`config.mk`:
```
export PLATFORM = sky130hd
export DESIGN_NAME = grc_remote_ctl
export DESIGN_NICKNAME = d
export VERILOG_FILES = /design/src/grc_pkg.sv /design/src/grc_remote_ctl.sv
export SDC_FILE = /design/constraint.sdc
export NUM_CORES = 1
export LEC_CHECK = 0
export BUFFER_PORTS_ARGS = -buffer_cell sky130_fd_sc_hd__buf_2
export CAP_MARGIN = 0
export CORE_ASPECT_RATIO = 0.9
export CORE_UTILIZATION = 50
export DETAILED_ROUTE_END_ITERATION = 8
export PLACE_DENSITY_LB_ADDON = 0.25
export SETUP_SLACK_MARGIN = 0.4
export SLEW_MARGIN = 30
export SYNTH_ARGS = -nofsm -noshare
export SYNTH_HDL_FRONTEND = slang
export SYNTH_SLANG_ARGS = --single-unit
```
`constraint.sdc`:
```
create_clock -name clk -period 4.4 [get_ports clk]
set_clock_uncertainty 0.1 [all_clocks]
set_input_delay 0.22 -clock clk [delete_from_list [all_inputs] [get_ports clk]]
set_output_delay 0.22 -clock clk [all_outputs]
set_load 0.005 [all_outputs]
```
`src/grc_pkg.sv`:
```
package grc_pkg;
   // ------------------------------------------------------------
   // bus commands (byte received with attention true)
   // ------------------------------------------------------------
   localparam logic [7:0] CMD_GTL = 8'h01;
   localparam logic [7:0] CMD_SDC = 8'h04;
   localparam logic [7:0] CMD_GET = 8'h08;
   localparam logic [7:0] CMD_LLO = 8'h11;
   localparam logic [7:0] CMD_DCL = 8'h14;
   localparam logic [7:0] CMD_SPE = 8'h18;
   localparam logic [7:0] CMD_SPD = 8'h19;
   localparam logic [7:0] CMD_UNL = 8'h3F;
   localparam logic [7:0] CMD_UNT = 8'h5F;
   localparam logic [2:0] GRP_LISTEN = 3'h1;
   localparam logic [2:0] GRP_TALK = 3'h2;
   // ------------------------------------------------------------
   // program characters and two-character codes
   // ------------------------------------------------------------
   localparam logic [7:0] CH_LF = 8'h0A;
   localparam logic [7:0] CH_EXCL = 8'h21;
   localparam logic [7:0] CH_PLUS = 8'h2B;
   localparam logic [7:0] CH_MINUS = 8'h2D;
   localparam logic [7:0] CH_DOT = 8'h2E;
   localparam logic [7:0] CH_QUEST = 8'h3F;
   localparam logic [7:0] CH_AT = 8'h40;
   localparam logic [15:0] CD_KNOB_UP = 16'h5255;
   localparam logic [15:0] CD_KNOB_DN = 16'h5244;
   localparam logic [15:0] CD_TRIG_CFG = 16'h4354;
   localparam logic [15:0] CD_TRIG = 16'h5452;
   localparam logic [15:0] CD_SWP_OFF = 16'h5731;
   localparam logic [15:0] CD_SWP_AUTO = 16'h5732;
   localparam logic [15:0] CD_SWP_MAN = 16'h5733;
   localparam logic [15:0] CD_SWP_SGL = 16'h5734;
   localparam logic [15:0] CD_RSS_OFF = 16'h5930;
   localparam logic [15:0] CD_RSS_DISP = 16'h5931;
   localparam logic [15:0] CD_RSS_NODISP = 16'h5932;
   localparam logic [15:0] CD_SPECIAL = 16'h5350;
   localparam logic [15:0] CD_RD_MASK = 16'h524D;
   localparam logic [15:0] CD_RD_STATUS = 16'h4D53;
   localparam logic [15:0] CD_LEARN = 16'h4C31;
   localparam logic [15:0] CD_FAST_LEARN = 16'h4C32;
   localparam logic [15:0] CD_WR_MASK = 16'h4031;
   localparam logic [15:0] CD_DEFERRED = 16'h4032;
   localparam logic [15:0] CD_IMMEDIATE = 16'h4033;
   localparam logic [3:0] KNOB_LAST = 4'h9;
   localparam logic [15:0] SP_FINE_A = 16'h005E;
   localparam logic [15:0] SP_FINE_B = 16'h005F;
   // ------------------------------------------------------------
   // talk data kinds, register map, field positions, reset values
   // ------------------------------------------------------------
   localparam logic [1:0] TK_MASK = 2'h0;
   localparam logic [1:0] TK_STATUS = 2'h1;
   localparam logic [1:0] TK_LEARN = 2'h2;
   localparam logic [1:0] TK_FAST = 2'h3;
   localparam logic [7:0] REG_STATE = 8'h00;
   localparam logic [7:0] REG_MASK = 8'h04;
   localparam logic [7:0] REG_CODE = 8'h08;
   localparam logic [7:0] REG_NUM = 8'h0C;
   localparam int ST_REMOTE = 0;
   localparam int ST_LOCKOUT = 1;
   localparam int ST_TALK = 2;
   localparam int ST_LISTEN = 3;
   localparam int ST_DEFERRED = 4;
   localparam int ST_TRIG_CFG = 5;
   localparam int ST_MAN_SWP = 6;
   localparam int ST_FINE = 7;
   localparam int ST_RSS = 8;
   localparam int ST_POLL = 9;
   localparam int ST_ADDR = 16;
   localparam logic [7:0] MASK_RST = 8'h00;
   localparam int SB_RQS = 6;
   // ------------------------------------------------------------
   // carriers
   // ------------------------------------------------------------
   typedef struct packed {
      logic valid;
      logic atn;
      logic eoi;
      logic [7:0] data;
   } grc_bus_msg_type;
   typedef struct packed {
      logic valid;
      logic eoi;
      logic [1:0] kind;
      logic [7:0] data;
   } grc_tx_type;
   typedef struct packed {
      logic valid;
      logic exec;
      logic [15:0] code;
      logic [15:0] num;
   } grc_code_type;
endpackage

```
`src/grc_remote_ctl.sv`:
```
`timescale 1ns/1ps
// Operation
// - talk only talker and remote, or talker in serial poll; four kinds
// - trigger acts only when response configured
// - addressed and universal clear act alike
// - remote needs enable plus listen address
// - remote lamp: remote and data seen
// - addressed lamp: talker or listener, any state
// - go-to-local returns local, lamp off
// - panel key returns local unless locked
// - lockout disables panel key
// - enable false returns local, clears lockout, keeps addressing
// - take-control command ignored
// - service request only through enabled mask
// - serial poll returns eight-bit status byte
// - parallel poll never answered
// - interface clear drops talker and listener
// - letters decoded without regard to case
// - knob steps after ten codes, exceptions
// - deferred and immediate execution modes
// - data taken only remote and listening
// - string ends on LF, bang, end, internal
// - characters outside accepted set dropped
// - power-on: local, immediate, unaddressed, defaults
module grc_remote_ctl (
   input wire logic clk,
   input wire logic rst_n,
   input wire logic [7:0] paddr,
   input wire logic psel,
   input wire logic penable,
   input wire logic pwrite,
   input wire logic [31:0] pwdata,
   output logic [31:0] prdata,
   output logic pready,
   output logic pslverr,
   input wire grc_pkg::grc_bus_msg_type bus_in,
   input wire logic ren_pin,
   input wire logic ifc_pin,
   input wire logic local_key_pin,
   input wire logic [4:0] addr_sw,
   input wire logic int_term,
   input wire logic [7:0] status_cond,
   input wire logic [7:0] learn_data,
   input wire logic learn_last,
   input wire logic tx_ready,
   output grc_pkg::grc_tx_type tx_out,
   output grc_pkg::grc_code_type code_out,
   output logic srq_out,
   output logic remote_led,
   output logic addressed_led,
   output logic dev_clear,
   output logic trigger,
   output logic knob_up_step,
   output logic knob_dn_step
);
   typedef enum logic {PS_IDLE, PS_PAIR} grc_parse_type;
   typedef enum logic [1:0] {PD_NONE, PD_SPECIAL, PD_MASK} grc_pend_type;

   // ------------------------------------------------------------
   // pin synchronisers and switch address capture
   // ------------------------------------------------------------
   logic [7:0] sy1_r, sy2_r;
   logic key_d_r;
   logic [1:0] ld_cnt_r;
   logic [4:0] my_addr_r;
   logic ren_s, ifc_s, key_s;

   // two flops per pin before any logic looks at it
   always_ff @(posedge clk or negedge rst_n) begin
      if (!rst_n) begin
         sy1_r <= 8'h00;
         sy2_r <= 8'h00;
         key_d_r <= 1'b0;
      end else begin
         sy1_r <= {ren_pin, ifc_pin, local_key_pin, addr_sw};
         sy2_r <= sy1_r;
         key_d_r <= sy2_r[5];
      end
   end
   assign ren_s = sy2_r[7];
   assign ifc_s = sy2_r[6];
   assign key_s = sy2_r[5] & ~key_d_r;

   // bus address taken from switches once after reset release
   always_ff @(posedge clk or negedge rst_n) begin
      if (!rst_n) begin
         ld_cnt_r <= 2'h0;
         my_addr_r <= 5'h00;
      end else begin
         if (ld_cnt_r != 2'h3) ld_cnt_r <= ld_cnt_r + 2'h1;
         if (ld_cnt_r == 2'h2) my_addr_r <= sy2_r[4:0];
      end
   end

   // ------------------------------------------------------------
   // command decode
   // ------------------------------------------------------------
   logic cmd_c, rx_c, mla_c, mta_c, oth_ta_c, gtl_c, dclr_c, get_c;
   logic rem_r, llo_r, tlk_r, lsn_r, seen_r, spe_r;

   // pass control and parallel poll bytes match nothing here
   assign cmd_c = bus_in.valid & bus_in.atn;
   assign mla_c = cmd_c & (bus_in.data[7:5] == grc_pkg::GRP_LISTEN)
      & (bus_in.data[4:0] == my_addr_r);
   assign mta_c = cmd_c & (bus_in.data[7:5] == grc_pkg::GRP_TALK)
      & (bus_in.data[4:0] == my_addr_r);
   assign oth_ta_c = cmd_c & (bus_in.data[7:5] == grc_pkg::GRP_TALK) & ~mta_c;
   assign gtl_c = cmd_c & lsn_r & (bus_in.data == grc_pkg::CMD_GTL);
   assign dclr_c = cmd_c & ((bus_in.data == grc_pkg::CMD_DCL)
      | (lsn_r & (bus_in.data == grc_pkg::CMD_SDC)));
   assign get_c = cmd_c & lsn_r & (bus_in.data == grc_pkg::CMD_GET);
   assign rx_c = bus_in.valid & ~bus_in.atn & rem_r & lsn_r;

   // remote, lockout and data-seen state
   always_ff @(posedge clk or negedge rst_n) begin
      if (!rst_n) begin
         rem_r <= 1'b0;
         llo_r <= 1'b0;
         seen_r <= 1'b0;
      end else begin
         if (!ren_s) begin
            rem_r <= 1'b0;
            llo_r <= 1'b0;
         end else begin
            if (mla_c) rem_r <= 1'b1;
            else if (gtl_c) rem_r <= 1'b0;
            else if (key_s && !llo_r) rem_r <= 1'b0;
            if (cmd_c && bus_in.data == grc_pkg::CMD_LLO) llo_r <= 1'b1;
         end
         if (!rem_r) seen_r <= 1'b0;
         else if (rx_c) seen_r <= 1'b1;
      end
   end

   // talker, listener and serial poll state
   always_ff @(posedge clk or negedge rst_n) begin
      if (!rst_n) begin
         tlk_r <= 1'b0;
         lsn_r <= 1'b0;
         spe_r <= 1'b0;
      end else if (ifc_s) begin
         tlk_r <= 1'b0;
         lsn_r <= 1'b0;
         spe_r <= 1'b0;
      end else if (cmd_c) begin
         if (mla_c) begin
            lsn_r <= 1'b1;
            tlk_r <= 1'b0;
         end else if (mta_c) begin
            tlk_r <= 1'b1;
            lsn_r <= 1'b0;
         end else if (oth_ta_c || bus_in.data == grc_pkg::CMD_UNT) begin
            tlk_r <= 1'b0;
         end else if (bus_in.data == grc_pkg::CMD_UNL) begin
            lsn_r <= 1'b0;
         end
         if (bus_in.data == grc_pkg::CMD_SPE) spe_r <= 1'b1;
         else if (bus_in.data == grc_pkg::CMD_SPD) spe_r <= 1'b0;
      end
   end

   // ------------------------------------------------------------
   // program character parser
   // ------------------------------------------------------------
   grc_parse_type ps_r;
   grc_pend_type pend_r;
   logic [7:0] first_r, ch_c;
   logic [15:0] num_r, code_c, code_r;
   logic is_alpha_c, is_dig_c, is_lead_c, acc_c, term_c, emit_c;

   // case folding and the query alias
   always_comb begin
      ch_c = bus_in.data;
      if (ch_c >= 8'h61 && ch_c <= 8'h7A) ch_c = ch_c - 8'h20;
      if (ch_c == grc_pkg::CH_QUEST) ch_c = grc_pkg::CH_AT;
   end
   assign is_alpha_c = (ch_c >= 8'h41) && (ch_c <= 8'h5A);
   assign is_dig_c = (ch_c >= 8'h30) && (ch_c <= 8'h39);
   assign is_lead_c = is_alpha_c | (ch_c == grc_pkg::CH_AT)
      | (ch_c == grc_pkg::CH_PLUS) | (ch_c == grc_pkg::CH_MINUS);
   assign acc_c = is_lead_c | is_dig_c | (ch_c == grc_pkg::CH_DOT);

   // code emission and string end
   always_comb begin
      emit_c = 1'b0;
      code_c = {first_r, ch_c};
      term_c = int_term | (cmd_c & bus_in.eoi);
      if (rx_c) begin
         if (ch_c == grc_pkg::CH_LF || ch_c == grc_pkg::CH_EXCL || bus_in.eoi) begin
            term_c = 1'b1;
         end
         if (ps_r == PS_PAIR && acc_c) emit_c = 1'b1;
      end
   end

   // pairing and numeric field
   always_ff @(posedge clk or negedge rst_n) begin
      if (!rst_n) begin
         ps_r <= PS_IDLE;
         first_r <= 8'h00;
         num_r <= 16'h0000;
      end else if (dclr_c || emit_c || term_c) begin
         ps_r <= PS_IDLE;
         num_r <= 16'h0000;
      end else if (rx_c) begin
         case (ps_r)
            PS_IDLE: begin
               if (is_lead_c) begin
                  ps_r <= PS_PAIR;
                  first_r <= ch_c;
               end else if (is_dig_c) begin
                  num_r <= 16'(num_r * 16'd10 + {12'h000, ch_c[3:0]});
               end
            end
            default: ps_r <= PS_PAIR;
         endcase
      end
   end

   // ------------------------------------------------------------
   // code actions
   // ------------------------------------------------------------
   logic defer_r, trig_cfg_r, man_r, fine_r, rss_r, knob_dir_r;
   logic [3:0] knob_cnt_r;
   logic [7:0] mask_r;
   logic knob_c, wr_mask_c;

   assign knob_c = emit_c & (code_c == grc_pkg::CD_KNOB_UP | code_c == grc_pkg::CD_KNOB_DN);
   assign wr_mask_c = pready & pwrite & (paddr == grc_pkg::REG_MASK);

   // modes, trigger setup, sweep and service mask
   always_ff @(posedge clk or negedge rst_n) begin
      if (!rst_n) begin
         defer_r <= 1'b0;
         trig_cfg_r <= 1'b0;
         rss_r <= 1'b0;
         man_r <= 1'b0;
         fine_r <= 1'b0;
         pend_r <= PD_NONE;
         mask_r <= grc_pkg::MASK_RST;
      end else begin
         if (wr_mask_c) mask_r <= pwdata[7:0];
         if (dclr_c) pend_r <= PD_NONE;
         else if (emit_c || term_c) begin
            if (pend_r == PD_SPECIAL && (num_r == grc_pkg::SP_FINE_A
                  || num_r == grc_pkg::SP_FINE_B)) fine_r <= 1'b1;
            if (pend_r == PD_MASK) mask_r <= num_r[7:0];
            pend_r <= PD_NONE;
         end
         if (emit_c) begin
            case (code_c)
               grc_pkg::CD_SPECIAL: pend_r <= PD_SPECIAL;
               grc_pkg::CD_WR_MASK: pend_r <= PD_MASK;
               grc_pkg::CD_DEFERRED: defer_r <= 1'b1;
               grc_pkg::CD_IMMEDIATE: defer_r <= 1'b0;
               grc_pkg::CD_TRIG_CFG: trig_cfg_r <= 1'b1;
               grc_pkg::CD_SWP_MAN: man_r <= 1'b1;
               grc_pkg::CD_SWP_OFF, grc_pkg::CD_SWP_AUTO,
               grc_pkg::CD_SWP_SGL: man_r <= 1'b0;
               grc_pkg::CD_RSS_DISP, grc_pkg::CD_RSS_NODISP: rss_r <= 1'b1;
               grc_pkg::CD_RSS_OFF: rss_r <= 1'b0;
               default: rss_r <= rss_r;
            endcase
         end
      end
   end

   // knob code counting and step pulses
   always_ff @(posedge clk or negedge rst_n) begin
      if (!rst_n) begin
         knob_cnt_r <= 4'h0;
         knob_dir_r <= 1'b0;
         knob_up_step <= 1'b0;
         knob_dn_step <= 1'b0;
      end else begin
         knob_up_step <= 1'b0;
         knob_dn_step <= 1'b0;
         if (dclr_c || (emit_c && !knob_c)) knob_cnt_r <= 4'h0;
         else if (knob_c) begin
            knob_dir_r <= (code_c == grc_pkg::CD_KNOB_UP);
            if ((code_c == grc_pkg::CD_KNOB_UP) != knob_dir_r && !man_r && !fine_r) begin
               knob_cnt_r <= 4'h1;
            end else if (man_r || fine_r || knob_cnt_r == grc_pkg::KNOB_LAST) begin
               knob_cnt_r <= 4'h0;
               knob_up_step <= (code_c == grc_pkg::CD_KNOB_UP);
               knob_dn_step <= (code_c == grc_pkg::CD_KNOB_DN);
            end else begin
               knob_cnt_r <= knob_cnt_r + 4'h1;
            end
         end
      end
   end

   // code stream, trigger, clear and indicator outputs
   always_ff @(posedge clk or negedge rst_n) begin
      if (!rst_n) begin
         code_out <= '0;
         code_r <= 16'h0000;
         trigger <= 1'b0;
         dev_clear <= 1'b0;
         srq_out <= 1'b0;
         remote_led <= 1'b0;
         addressed_led <= 1'b0;
      end else begin
         code_out.valid <= emit_c;
         code_out.exec <= (emit_c && !defer_r) || (term_c && defer_r);
         if (emit_c) begin
            code_out.code <= code_c;
            code_out.num <= num_r;
            code_r <= code_c;
         end
         trigger <= trig_cfg_r && (get_c || (emit_c && code_c == grc_pkg::CD_TRIG));
         dev_clear <= dclr_c;
         srq_out <= |(status_cond & mask_r);
         remote_led <= rem_r & seen_r;
         addressed_led <= tlk_r | lsn_r;
      end
   end

   // ------------------------------------------------------------
   // talk data source
   // ------------------------------------------------------------
   logic tx_pend_r, tx_ok_c;
   logic [1:0] tx_kind_r;
   logic [7:0] sbyte_c;

   assign tx_ok_c = tlk_r & (rem_r | spe_r);
   assign sbyte_c = {status_cond[7], srq_out, status_cond[5:0]};

   // one byte at a time; learn kinds run until the last byte
   always_ff @(posedge clk or negedge rst_n) begin
      if (!rst_n) begin
         tx_pend_r <= 1'b0;
         tx_kind_r <= grc_pkg::TK_MASK;
         tx_out <= '0;
      end else begin
         if (emit_c && code_c == grc_pkg::CD_RD_MASK) begin
            tx_pend_r <= 1'b1;
            tx_kind_r <= grc_pkg::TK_MASK;
         end else if (emit_c && code_c == grc_pkg::CD_RD_STATUS) begin
            tx_pend_r <= 1'b1;
            tx_kind_r <= grc_pkg::TK_STATUS;
         end else if (emit_c && code_c == grc_pkg::CD_LEARN) begin
            tx_pend_r <= 1'b1;
            tx_kind_r <= grc_pkg::TK_LEARN;
         end else if (emit_c && code_c == grc_pkg::CD_FAST_LEARN) begin
            tx_pend_r <= 1'b1;
            tx_kind_r <= grc_pkg::TK_FAST;
         end else if (dclr_c || (tx_out.valid && tx_ready && tx_out.eoi && !spe_r)) begin
            tx_pend_r <= 1'b0;
         end
         if (!tx_ok_c || dclr_c || (tx_out.valid && tx_ready)) begin
            tx_out.valid <= 1'b0;
         end else if (!tx_out.valid && spe_r) begin
            tx_out <= {1'b1, 1'b1, grc_pkg::TK_STATUS, sbyte_c};
         end else if (!tx_out.valid && tx_pend_r && rem_r) begin
            tx_out.valid <= 1'b1;
            tx_out.kind <= tx_kind_r;
            case (tx_kind_r)
               grc_pkg::TK_MASK: tx_out.data <= mask_r;
               grc_pkg::TK_STATUS: tx_out.data <= status_cond;
               default: tx_out.data <= learn_data;
            endcase
            tx_out.eoi <= (tx_kind_r[1] == 1'b0) || learn_last;
         end
      end
   end

   // ------------------------------------------------------------
   // apb slave: one wait state, unmapped answers error
   // ------------------------------------------------------------
   logic [31:0] rd_c;
   logic hit_c;

   always_comb begin
      rd_c = 32'h0000_0000;
      hit_c = 1'b1;
      case (paddr)
         grc_pkg::REG_STATE: begin
            rd_c[grc_pkg::ST_REMOTE] = rem_r;
            rd_c[grc_pkg::ST_LOCKOUT] = llo_r;
            rd_c[grc_pkg::ST_TALK] = tlk_r;
            rd_c[grc_pkg::ST_LISTEN] = lsn_r;
            rd_c[grc_pkg::ST_DEFERRED] = defer_r;
            rd_c[grc_pkg::ST_TRIG_CFG] = trig_cfg_r;
            rd_c[grc_pkg::ST_MAN_SWP] = man_r;
            rd_c[grc_pkg::ST_FINE] = fine_r;
            rd_c[grc_pkg::ST_RSS] = rss_r;
            rd_c[grc_pkg::ST_POLL] = spe_r;
            rd_c[grc_pkg::ST_ADDR +: 5] = my_addr_r;
         end
         grc_pkg::REG_MASK: rd_c[7:0] = mask_r;
         grc_pkg::REG_CODE: rd_c[15:0] = code_r;
         grc_pkg::REG_NUM: rd_c[15:0] = num_r;
         default: hit_c = 1'b0;
      endcase
   end

   // answer in the cycle after the access phase opens
   always_ff @(posedge clk or negedge rst_n) begin
      if (!rst_n) begin
         pready <= 1'b0;
         pslverr <= 1'b0;
         prdata <= 32'h0000_0000;
      end else begin
         pready <= psel & penable & ~pready;
         pslverr <= psel & penable & ~pready & ~hit_c;
         prdata <= (psel & penable & ~pready & ~pwrite) ? rd_c : 32'h0000_0000;
      end
   end
endmodule

```
## Yosys cells after proc, flatten, opt, wreduce, memory -nomap -nowiden

Cells that the tools add are included.
Widths: inputs -> output; s select.

| word-level totals | value |
|---|---|
| bits in registers | 154 |
| bits in latches | 0 |
| memory bits (writable) | 0 |
| ROM bits | 0 |
| input port bits | 83 |
| output and inout port bits | 87 |
| logic and storage cells | 318 |
| memories kept | 0 |

| cells by class | value |
|---|---|
| $add $sub $neg | 4 |
| multipliers | 1 |
| div/mod/pow operators | 0 |
| order comparisons | 6 |
| equality and inequality tests | 56 |
| shifts and indexed selects | 0 |
| mux-type cells | 80 |
| bitwise operators | 48 |
| reduce and logical (&&, ||, !) cells | 80 |

Operators by type and width:

| kind | count |
|---|---|
| $eq 16x15->1 const B | 19 |
| $mux 16 | 5 |
| $eq 8x6->1 const B | 6 |
| $mux 8 | 6 |
| $mux 1 | 46 |
| $eq 16x7->1 const B | 2 |
| $eq 8x4->1 const B | 4 |
| $eq 8x5->1 const B | 4 |
| $pmux 8 s4 | 1 |
| $and 1x1->1 | 25 |
| $logic_and 1x1->1 | 24 |
| $mux 12 | 2 |
| $mux 21 | 1 |
| $add 16x4->16 | 1 |
| $eq 8x3->1 const B | 2 |
| $eq 8x7->1 const B | 2 |
| $ge 8x7->1 const B | 2 |
| $le 8x7->1 const B | 2 |
| $logic_or 1x1->1 | 16 |
| $mul 16x3->15 const B | 1 |
| $mux 4 | 4 |
| $pmux 8 s2 | 1 |
| $reduce_and 2->1 | 8 |
| $reduce_bool 2->1 | 8 |
| other kinds (38) | 83 |

## Longest topological paths before layout

Gate-level depths: netlist of run 1.

| depth | value |
|---|---|
| word-level depth | 21 |
| depth in mapped cells | 14 |
| depth with buffers taken out | 13 |

## Least setup slack after synthesis of run 1

No wires, ideal clock.

| timing | value |
|---|---|
| path type | input-to-reg |
| from | in bus_in[2] (netlist name) |
| to | reg num_r[15] |
| library setup time | 0.133 ns |
| arrival time | 3.042 ns |
| required time | 4.167 ns |
| slack | 1.124 ns |
| stages on the path | 13 |
| buffers on the path | 2 |
| cells stage by stage | clkbuf_1 > clkbuf_1 > nand3_1 > and2_1 > ha_1 > a21o_1 > nand2_1 > nor3_1 > nand3_1 > or4_4 > nor4b_2 > xnor2_1 > a21oi_2 |

| between the ends | value |
|---|---|
| word-level cells in the longest chain between the ends | 19 |
| elaborated cells on any way between the ends | 49 |
| those cells by class | add/sub (2); order compare (6); eq/ne (11); mux (11); bitwise (8); reduce/logical (11) |

RTL lines:

| element | RTL line | RTL |
|---|---|---|
| from (decl) | grc_remote_ctl.sv:36 | `input wire grc_pkg::grc_bus_msg_type bus_in,` |
| $ge 8x7->1 or $le 8x7->1 (tied branches) | grc_remote_ctl.sv:174 | `if (ch_c >= 8'h61 && ch_c <= 8'h7A) ch_c = ch_c - 8'h20;` |
| $logic_and 1x1->1 | grc_remote_ctl.sv:174 |  |
| $mux 8 (*) | grc_remote_ctl.sv:174 |  |
| $eq 8x6->1 | grc_remote_ctl.sv:175 | `if (ch_c == grc_pkg::CH_QUEST) ch_c = grc_pkg::CH_AT;` |
| $mux 8 (*) | grc_remote_ctl.sv:175 |  |
| via ch_c[3] | grc_remote_ctl.sv:167 | `logic [7:0] first_r, ch_c;` |
| $ge 8x7->1 or $le 8x7->1 (tied branches) | grc_remote_ctl.sv:177 | `assign is_alpha_c = (ch_c >= 8'h41) && (ch_c <= 8'h5A);` |
| $logic_and 1x1->1 | grc_remote_ctl.sv:177 |  |
| $or 1x1->1 | grc_remote_ctl.sv:179 | `assign is_lead_c = is_alpha_c \| (ch_c == grc_pkg::CH_AT)` |
| $or 1x1->1 (2 in a row) | grc_remote_ctl.sv:180 | `\| (ch_c == grc_pkg::CH_PLUS) \| (ch_c == grc_pkg::CH_MINUS);` |
| $or 1x1->1 (2 in a row) | grc_remote_ctl.sv:181 | `assign acc_c = is_lead_c \| is_dig_c \| (ch_c == grc_pkg::CH_DOT);` |
| $logic_and 1x1->1 | grc_remote_ctl.sv:192 | `if (ps_r == PS_PAIR && acc_c) emit_c = 1'b1;` |
| $mux 1 | grc_remote_ctl.sv:192 |  |
| $mux 1 | grc_remote_ctl.sv:188 | `if (rx_c) begin` |
| $logic_or 1x1->1 (2 in a row) | grc_remote_ctl.sv:202 | `end else if (dclr_c \|\| emit_c \|\| term_c) begin` |
| $ne 2x1->1 (no line) or $reduce_bool 2->1 (tied branches) | -- |  |
| $reduce_and 4->1 (no line) | -- |  |
| to (signal assigned) | grc_remote_ctl.sv:212 | `num_r <= 16'(num_r * 16'd10 + {12'h000, ch_c[3:0]});` |
| to (decl) | grc_remote_ctl.sv:168 | `logic [15:0] num_r, code_c, code_r;` |

Mark *: on every way through the listed nets, which the timed path passes. The rest lies on a longest branch. The select of a mux whose other input is x is not followed.
A chain may end at the register's enable or synchronous reset.

## Worst setup path after layout of run 1

| timing | value |
|---|---|
| from | reg num_r[1] |
| to | reg num_r[15] |

| between the ends | value |
|---|---|
| word-level cells in the longest chain between the ends | 7 |

RTL lines:

| element | RTL line | RTL |
|---|---|---|
| $mul 16x3->15 | grc_remote_ctl.sv:212 |  |
| $add 16x4->16 | grc_remote_ctl.sv:212 |  |
| $mux 16 | grc_remote_ctl.sv:211 | `end else if (is_dig_c) begin` |
| $mux 16 | grc_remote_ctl.sv:208 | `if (is_lead_c) begin` |
| $mux 16 | grc_remote_ctl.sv:206 | `case (ps_r)` |
| $mux 16 | grc_remote_ctl.sv:205 | `end else if (rx_c) begin` |
| $mux 16 | grc_remote_ctl.sv:202 |  |

Every way passes these cells. The select of a mux whose other input is x is not followed.

==> results of run 1 <==
[tightest hold or removal path, cell delays in order]
cell,delay [ps]
buf_2,80
mux2i_1,60
a21oi_1,140
[per-layer routing]
metal,GRT usage [%],up-vias,wire length [µm]
met5,0,-,0
met4,6.937,0,273
met3,5.902,18,1444
met2,41.46,220,9948
met1,35.47,3285,9402
li1,-,3277,-
[layout by cell type, fill, tap and decap left out, types with 18 or more instances in the layout]
master,n
xnor2_1,23
dlygate4sd3_1,25
nor2_1,66
dfrtp_1,154
ha_1,33
mux2i_1,18
nand3_1,19
buf_2,133
inv_1,18
nand2_1,137
o21ai_0,37
a21oi_1,46
[worst max path at each step]
stage / to / slack (ps) / cells past startpoint
after global routing: num_r[15] / 690 / 12
final: num_r[15] / 870 / 12
after CTS: num_r[15] / 850 / 12
after global placement: num_r[15] / 780 / 13
after detailed placement: num_r[15] / 730 / 13
after floorplan: num_r[15] / 1120 / 13
[per-stage QoR]
stage               instances  setup WS [ps]  hold WS [ps]  total power [W]
CTS                      1209          854.8         2.763         0.003187
detailed placement       1152          732.4         112.2         0.001691
global route             1209          688.5         19.56         0.003274
floorplan                 857           1124        -175.6         0.001609
global placement         1152          778.2         112.1         0.001688
finish                   1209          873.7         12.76         0.003166
[state kept, by name (all words and copies together) (netlist names), 2 cells and up]
name,count
code_out,18
code_r,16
first_r,8
knob_cnt_r,4
ld_cnt_r,2
mask_r,8
my_addr_r,5
num_r,16
pend_r,2
prdata,21
sy1_r,8
sy2_r,8
tx_kind_r,2
tx_out,12
[final cells by class]
| type | count | share of cell area (%) |
|---|---|---|
| tap | 207 | 2.623 |
| multi-input combinational | 626 | 41.30 |
| clock inverter | 11 | 1.356 |
| sequential | 154 | 39.03 |
| timing repair buffer | 171 | 10.30 |
| clock buffer | 21 | 4.664 |
| inverter | 19 | 0.7223 |
[power by group through the flow]
stage | Clock, W | Combinational, W | Sequential (W)
6_report | 0.00148 | 0.000225 | 0.00146
5_1_grt | 0.00156 | 0.000254 | 0.00146
4_1_cts | 0.00150 | 0.000225 | 0.00146
3_5_place_dp | 0 | 0.000204 | 0.00149
3_3_place_gp | 0 | 0.000202 | 0.00149
2_1_floorplan | 0 | 0.000129 | 0.00148
[cells by family after synthesis]
group                      Yosys count  synth area share [%]
DFF                                154                 46.68
AOI/OAI and AO/OA                  161                 12.87
buffers and inverters               77                 4.516
and+or+nand+nor                    348                 20.87
adders and majority gates           35                 5.487
muxes                               39                 6.138
xor gates and xnor gates            32                 3.395
other                                1               0.04542
==> results.toml, run 1 <==
[run_status]
status = "finished clean"

[timing]
min_period_ps = 3526
maxSlewViolCount = 0
fmax_ghz = 0.2836
tightest_slew_ps = 899.4
rsz0062_at_grt = "false"
finalSetupTns_ps = 0
setup_viol = 0
slew_headroom_pct = 39.41
hold_violations = 0
fin_crit_sh_pct = 80.14

[critical_path]
cpPeakStageDelay_ps = 510
r2r_start = "num_r[1]"
crit_buf_inv = 1
cp_data_arrival_time_ps = 3740
r2r.worst_path.cells = 12
worst-path-max-fanout = 8
r2r_end = "num_r[15]"
crit_path_start_kind = "flop"
required_ps = 4610
crit_family = "simple AND/OR/NAND/NOR gates"
slowest_stage = "dfrtp_1"
critPathLaunch = "num_r[1]"
critPathKind = "reg -> reg"
reg2reg_slack_ps = 870
cp_cell_sequence = "ha_1 -> ha_1 -> inv_1 -> fa_1 -> and2b_1 -> o22ai_1 -> xnor2_1 -> nand3_1 -> or4_4 -> nor4b_2 -> xnor2_1 -> a21oi_2"
cp-end-kind = "flop"

[drt]
postRouteAntennaNets = 0
drt_iter0_drc = 461
drc = 0
vias = 6800
viasPerCell = 5.624
dr.pass1.iters = 5
wl_mm = 21.07
detail_route.wl_per_cell_um = 17.43

[pwr]
p_clk_share_pct = 46.7
comb_power_share_pct = 7.1
p_int_w = 0.002413
ir_drop_mv = 0.3647
power_leakage_nw = 4.828
power.share.switching_pct = 23.78
p_switching_w = 0.0007527
seqPwrFrac_pct = 46.2
power_density_mw_per_mm2 = 320.6

[min_path]
hold_path_depth = 3
hold_path_end = "mask_r[5]"
holdCritPathClass = "in -> reg"
hp-start = "pwdata[5]"

[place]
hpwl_mm = 14.89
gpl.final_weighted_congestion = 0.8886
numPortBuffers = 134
place_area_mm2 = 0.009029

[layout]
area_growth_syn_to_layout_pct = 19.60
stdcell_area_mm2 = 0.009873
layout.nets = 1107
seq_area_mm2 = 0.003854
n_fill_cell = 1374
fin_util_pct = 61.21
num_antenna_cells = 0
multiInputGateArea_mm2 = 0.004078
layout-drive-gt1-share_pct = 21.76

[yosys]
synthTopCellsByArea = "dfrtp_1, nand2_1, ha_1"
ys_ff_latch = 154
yosysMostFrequentCell = "dfrtp_1"
synth.top_cells.by_count = "dfrtp_1, nand2_1, nor2_1"
ys_async_sr_fraction_pct = 100.0
synthCells = 847
yosysTopAreaCellShare_pct = 46.68
syn_area_mm2 = 0.008255
ys_warn_count = 0
synth_area_leader_cell = "dfrtp_1"
synth-main-ff-cell = "dfrtp_1"
synth_edf_count = 0
synth_cell_types = 77
syn_avg_cell_area_um2 = 9.747
synth_seq_area_share_pct = 46.68

[clock_network]
htreeDepth = 4
ctsResizeCount = 0
postCtsHoldBufs = 25
clk_path_buf_depth = 2
post_cts_buffers = 0
numClockSinks = 154
clockRootBuffer = "clkbuf_16"
cts_tree = "yes"
clk_pin_slew_ps = 60
cts_made_buffers = 17
clkLatencyLatePin_ps = 430

[floorplanning]
initial_core_util_pct = 51.18
die_y_um = 123.9
ios = 170
die_w_um = 137.4
core_mm2 = 0.01613
rows = 44
dieArea_mm2 = 0.01703

[global_route]
overflow = 0
grt_pass1_wl_mm = 33.08
grt_max_degree = 58
grt_usage_pct = 25.91
first_global_vias = 6311
antenna_found_initial = 0

[flow_run]
cap_violations = 0
Power figures use the tool's default switching activity.
==> run 2: changes to the inputs <==
==> constraint.sdc (replaced) <==
create_clock -name clk -period 3.5 [get_ports clk]
set_clock_uncertainty 0.1 [all_clocks]
set_input_delay 0.175 -clock clk [delete_from_list [all_inputs] [get_ports clk]]
set_output_delay 0.175 -clock clk [all_outputs]
set_load 0.005 [all_outputs]
==> results.toml, run 2 (synthesis results as in run 1) <==
[timing]
min_period_ps = 3174
tightest_slew_ps = 789.9
hold_violations = 1
slew_headroom_pct = 46.78
fmax_ghz = 0.3151
holdWs_ps = -4.449
setup_viol = 0
fin_crit_sh_pct = 90.68
rsz0062_at_grt = "true"
maxSlewViolCount = 0
finalSetupTns_ps = 0

[drt]
drt_iter0_drc = 502
wl_mm = 21.21
drc = 0
vias = 6963
postRouteAntennaNets = 0
viasPerCell = 5.588
dr.pass1.iters = 7
detail_route.wl_per_cell_um = 17.02

[critical_path]
crit_path_start_kind = "flop"
r2r.worst_path.cells = 10
required_ps = 3710
cpPeakStageDelay_ps = 450
cp_data_arrival_time_ps = 3380
worst-path-max-fanout = 8
critPathKind = "reg -> reg"
cp-end-kind = "flop"
slowest_stage = "or4_4"
cp_cell_sequence = "ha_1 -> ha_1 -> a21o_1 -> nor4_1 -> a21oi_2 -> xnor2_2 -> or4_4 -> nor4b_4 -> xnor2_1 -> a21oi_2"

[pwr]
p_switching_w = 0.0009299
comb_power_share_pct = 8.2
power.share.switching_pct = 24.40
ir_drop_mv = 0.3278
p_int_w = 0.002882
power_leakage_nw = 5.016
p_clk_share_pct = 43.6
seqPwrFrac_pct = 48.2
power_density_mw_per_mm2 = 373.2

[floorplanning]
initial_core_util_pct = 51.18
die_y_um = 123.9
core_mm2 = 0.01613
rows = 44
ios = 170
die_w_um = 137.4
dieArea_mm2 = 0.01703

[clock_network]
htreeDepth = 4
clk_pin_slew_ps = 60
cts_made_buffers = 17
cts_tree = "yes"
clk_path_buf_depth = 2
clockRootBuffer = "clkbuf_16"
clkLatencyLatePin_ps = 420
numClockSinks = 154

[place]
gpl.final_weighted_congestion = 0.8915
place_area_mm2 = 0.009275
numPortBuffers = 134
hpwl_mm = 15.18

[layout]
final_common_cell = "dfrtp_1"
top_register = "prdata"
stdcell_area_mm2 = 0.01021
fin_util_pct = 63.32
num_antenna_cells = 0
layout.nets = 1145
layout-drive-gt1-share_pct = 24.74
largest_reg_flops = 21
area_growth_syn_to_layout_pct = 23.72
final_cell_mix = "dfrtp_1, nand2_1, buf_2"
reg.largest.list = "prdata x21, code_out x18"

[min_path]
hold_path_depth = 3
holdCritPathClass = "in -> reg"

[global_route]
grt_max_degree = 89
overflow = 0
first_global_vias = 6374
grt_pass1_wl_mm = 33.42
grt_usage_pct = 25.88
antenna_found_initial = 0

[run_status]
failed_checks = "hold timing"
status = "finished with violations"

[flow_run]
cap_violations = 0
[run 2: cell count changes in the layout (fill, tap and decap cells not counted), sizes merged]
cell,change
bufinv,-2
clkinv,+3
dlygate4sd3,+12
inv,-2
buf,+26
[run 2: cell type report]
type / count / area (µm²)
Tap cell: 207 / 259.0
Multi-Input combinational cell: 626 / 4160
Sequential cell: 154 / 3856
Clock inverter: 10 / 71.32
Inverter: 19 / 71.32
Clock buffer: 21 / 450.4
Fill cell: 1340 / 5917
Timing Repair Buffer: 209 / 1345
[run 2: path summary, 6_finish.rpt]
path / from / end / slack (ps)
min: learn_data[4] / tx_out[4] / -4
min in group asynchronous: rst_n / knob_cnt_r[1] / 220
max: num_r[5] / num_r[15] / 330
max reg2reg: num_r[5] / num_r[15] / 330
max in group asynchronous: rst_n / num_r[7] / 2180
min reg2reg: sy1_r[2] / sy2_r[2] / 250
[run 2: repair_timing]
| item | in CTS | in global routing |
|---|---|---|
| setup buffers | 4 | 0 |
| endpoints found under the hold margin | 93 | 0 |
| endpoints found under the setup margin | 3 | 4 |
| gates resized for setup | 2 | 4 |
| pin swaps | 1 | 4 |
| hold buffers | 37 | 0 |
[run 2: power groups by stage]
| stage | Combinational, W | Clock (W) | Sequential (W) |
|---|---|---|---|
| after floorplan | 0.000163 | 0 | 0.00186 |
| after global placement | 0.000264 | 0 | 0.00187 |
| after detailed placement | 0.000267 | 0 | 0.00187 |
| after CTS | 0.000311 | 0.00168 | 0.00184 |
| after global routing | 0.000351 | 0.00176 | 0.00184 |
| final | 0.000313 | 0.00166 | 0.00184 |
[run 2: per-stage QoR]
step | total power (W) | hold WS [ps] | cells | worst slack [ps]
after floorplan | 0.002023 | -220.6 | 857 | 341.5
after global placement | 0.002132 | 111.9 | 1174 | 176.7
after detailed placement | 0.002136 | 117.4 | 1174 | 113.3
after CTS | 0.003828 | 11.31 | 1246 | 316.7
after global routing | 0.003949 | 16.52 | 1246 | 219.3
final | 0.003812 | -4.449 | 1246 | 326.3
[run 2: metal layers]
layer	global-route usage, %	wire length (µm)
met1	35.50	9644
met2	41.11	9893
met3	5.128	1300
met4	8.654	375
met5	0	0
[run 2: critical path: cells and delay by family (launching register included)]
kind | cells | cell delay (ps)
XOR/XNOR | 2 | 340
AO/OA/AOI/OAI | 3 | 430
AND/OR/NAND/NOR | 3 | 1030
flip-flops | 1 | 420
adder cells (fa/ha/maj) | 2 | 730
==> run 3: changes to the inputs <==
==> constraint.sdc (replaced) <==
create_clock -name clk -period 3.5 [get_ports clk]
set_clock_uncertainty 0.1 [all_clocks]
set_input_delay 0.525 -clock clk [delete_from_list [all_inputs] [get_ports clk]]
set_output_delay 0.525 -clock clk [all_outputs]
set_load 0.005 [all_outputs]
==> results.toml, run 3 (synthesis results as in run 1) <==
[floorplanning]
initial_core_util_pct = 51.18
dieArea_mm2 = 0.01703
die_w_um = 137.4
die_y_um = 123.9
core_mm2 = 0.01613
ios = 170
rows = 44

[drt]
drc = 0
wl_mm = 20.73
routed-wl-met2_mm = 9.296
drt_iter0_drc = 469
vias = 6880
detail_route.wl_per_cell_um = 16.96
top_layer_used = "met4"
viasPerCell = 5.630
met1Wirelength_mm = 9.536
met3WireLength_mm = 1.397
postRouteAntennaNets = 0
dr.pass1.iters = 5

[pwr]
ir_drop_mv = 0.4185
power_leakage_nw = 5.001
power_density_mw_per_mm2 = 396.5
p_total_w = 0.003989

[min_path]
holdCritPathClass = "in -> async"

[clock_network]
postCtsHoldBufs = 0
numClockSinks = 154
cts_made_buffers = 17
clk_pin_slew_ps = 70
clockRootBuffer = "clkbuf_16"
htreeDepth = 4
clkLatencyLatePin_ps = 430
cts_tree = "yes"
clk_path_buf_depth = 2

[layout]
num_antenna_cells = 0
area_growth_syn_to_layout_pct = 21.87
final_common_cell = "dfrtp_1"
largest_reg_flops = 21
n_fill_cell = 1331
top_register = "prdata"
multiInputGateArea_mm2 = 0.004192
layout-drive-gt1-share_pct = 27.29
final_cell_mix = "dfrtp_1, nand2_1, buf_2"
seq_area_mm2 = 0.003854
fin_cells = 1222
reg.largest.list = "prdata x21, code_out x18"
layout.nets = 1121

[critical_path]
crit_path_start_kind = "flop"
critPathKind = "reg -> reg"
cp-end-kind = "flop"
path_depth = 12
worst-path-max-fanout = 3
r2r.worst_path.cells = 12
r2r_end = "num_r[15]"
slowest_stage = "or4_4"
crit_family = "simple AND/OR/NAND/NOR gates"
cpPeakStageDelay_ps = 580
r2r_start = "num_r[3]"
reg2reg_slack_ps = 370
cp_data_arrival_time_ps = 3340
required_ps = 3720
cp_cell_sequence = "ha_1 -> ha_2 -> inv_2 -> fa_2 -> and2b_2 -> o22ai_2 -> xnor2_2 -> nand3_1 -> or4_4 -> nor4b_4 -> xnor2_1 -> a21oi_2"
crit_buf_inv = 1

[timing]
fmax_ghz = 0.3198
setup_viol = 0
rsz0062_at_grt = "true"
tightest_slew_ps = 767.0
maxSlewViolCount = 0
fin_crit_sh_pct = 89.35
finalWorstSetupSlack_ps = 372.8
slew_headroom_pct = 48.86
min_period_ps = 3127
hold_violations = 0
finalSetupTns_ps = 0

[place]
hpwl_mm = 14.92
numPortBuffers = 134
post-place-ws_ps = 135.6
dpl.cell_count = 1184
gpl.final_weighted_congestion = 0.9097

[global_route]
overflow = 0
antenna_found_initial = 0
grt_usage_pct = 25.26
first_global_vias = 6055
grt_max_degree = 83
grt_pass1_wl_mm = 32.14

[run_status]
status = "finished clean"

[flow_run]
cap_violations = 0
run 3: metal layers:
| layer | up-vias | GRT usage (%) |
|---|---|---|
| met1 | 3313 | 36.08 |
| met5 | - | 0 |
| met4 | 0 | 10.30 |
| met2 | 240 | 37.37 |
| met3 | 35 | 5.210 |
| li1 | 3292 | - |
run 3: power breakdown:
part           internal [W]  switching [W]  total [W]  leakage [nW]
Combinational      0.000118       0.000159   0.000277          2.65
Sequential          0.00181      0.0000274    0.00184          2.06
Clock               0.00112       0.000757    0.00187         0.289
run 3: per-stage QoR:
step / cell area (µm²) / util [%] / hold WS [ps]
after global routing: 10060 / 62.37 / 83.31
final: 10060 / 62.37 / 37.03
after global placement: 9319 / 57.77 / 232.3
after CTS: 10000 / 62.01 / 63.55
after detailed placement: 9319 / 57.77 / 234.7
after floorplan: 8334 / - / 129.4
run 3: repair_timing:
item	in CTS	in global routing
resized for setup	8	8
setup buffers	6	1
pin swaps	10	3
setup endpoints to repair	2	6
run 3: worst reg2reg max path, delay by kind of cell, from the launching register on:
| family | cells | cell delay (ps) |
|---|---|---|
| flip-flops | 1 | 380 |
| AND/OR/NAND/NOR | 4 | 1190 |
| XOR/XNOR | 2 | 330 |
| adder cells (fa/ha/maj) | 3 | 820 |
| AO/OA/AOI/OAI | 2 | 150 |
| buffers and inverters | 1 | 40 |
run 3: final cells by class:
type	count	area share (%)
multi-input combinational	626	41.66
timing repair buffer	185	10.78
clock buffer	21	4.676
sequential	154	38.30
inverter	19	0.7089
clock inverter	10	1.293
tap	207	2.574
run 3: worst max path at each step:
| stage | startpoint | to | slack, ps |
|---|---|---|---|
| detailed placement | num_r[1] | num_r[15] | 140 |
| floorplan | bus_in[5] | num_r[15] | 300 |
| global route | num_r[3] | num_r[15] | 230 |
| global placement | bus_in[0] | num_r[15] | 160 |
| CTS | num_r[1] | num_r[15] | 280 |
| finish | num_r[3] | num_r[15] | 370 |
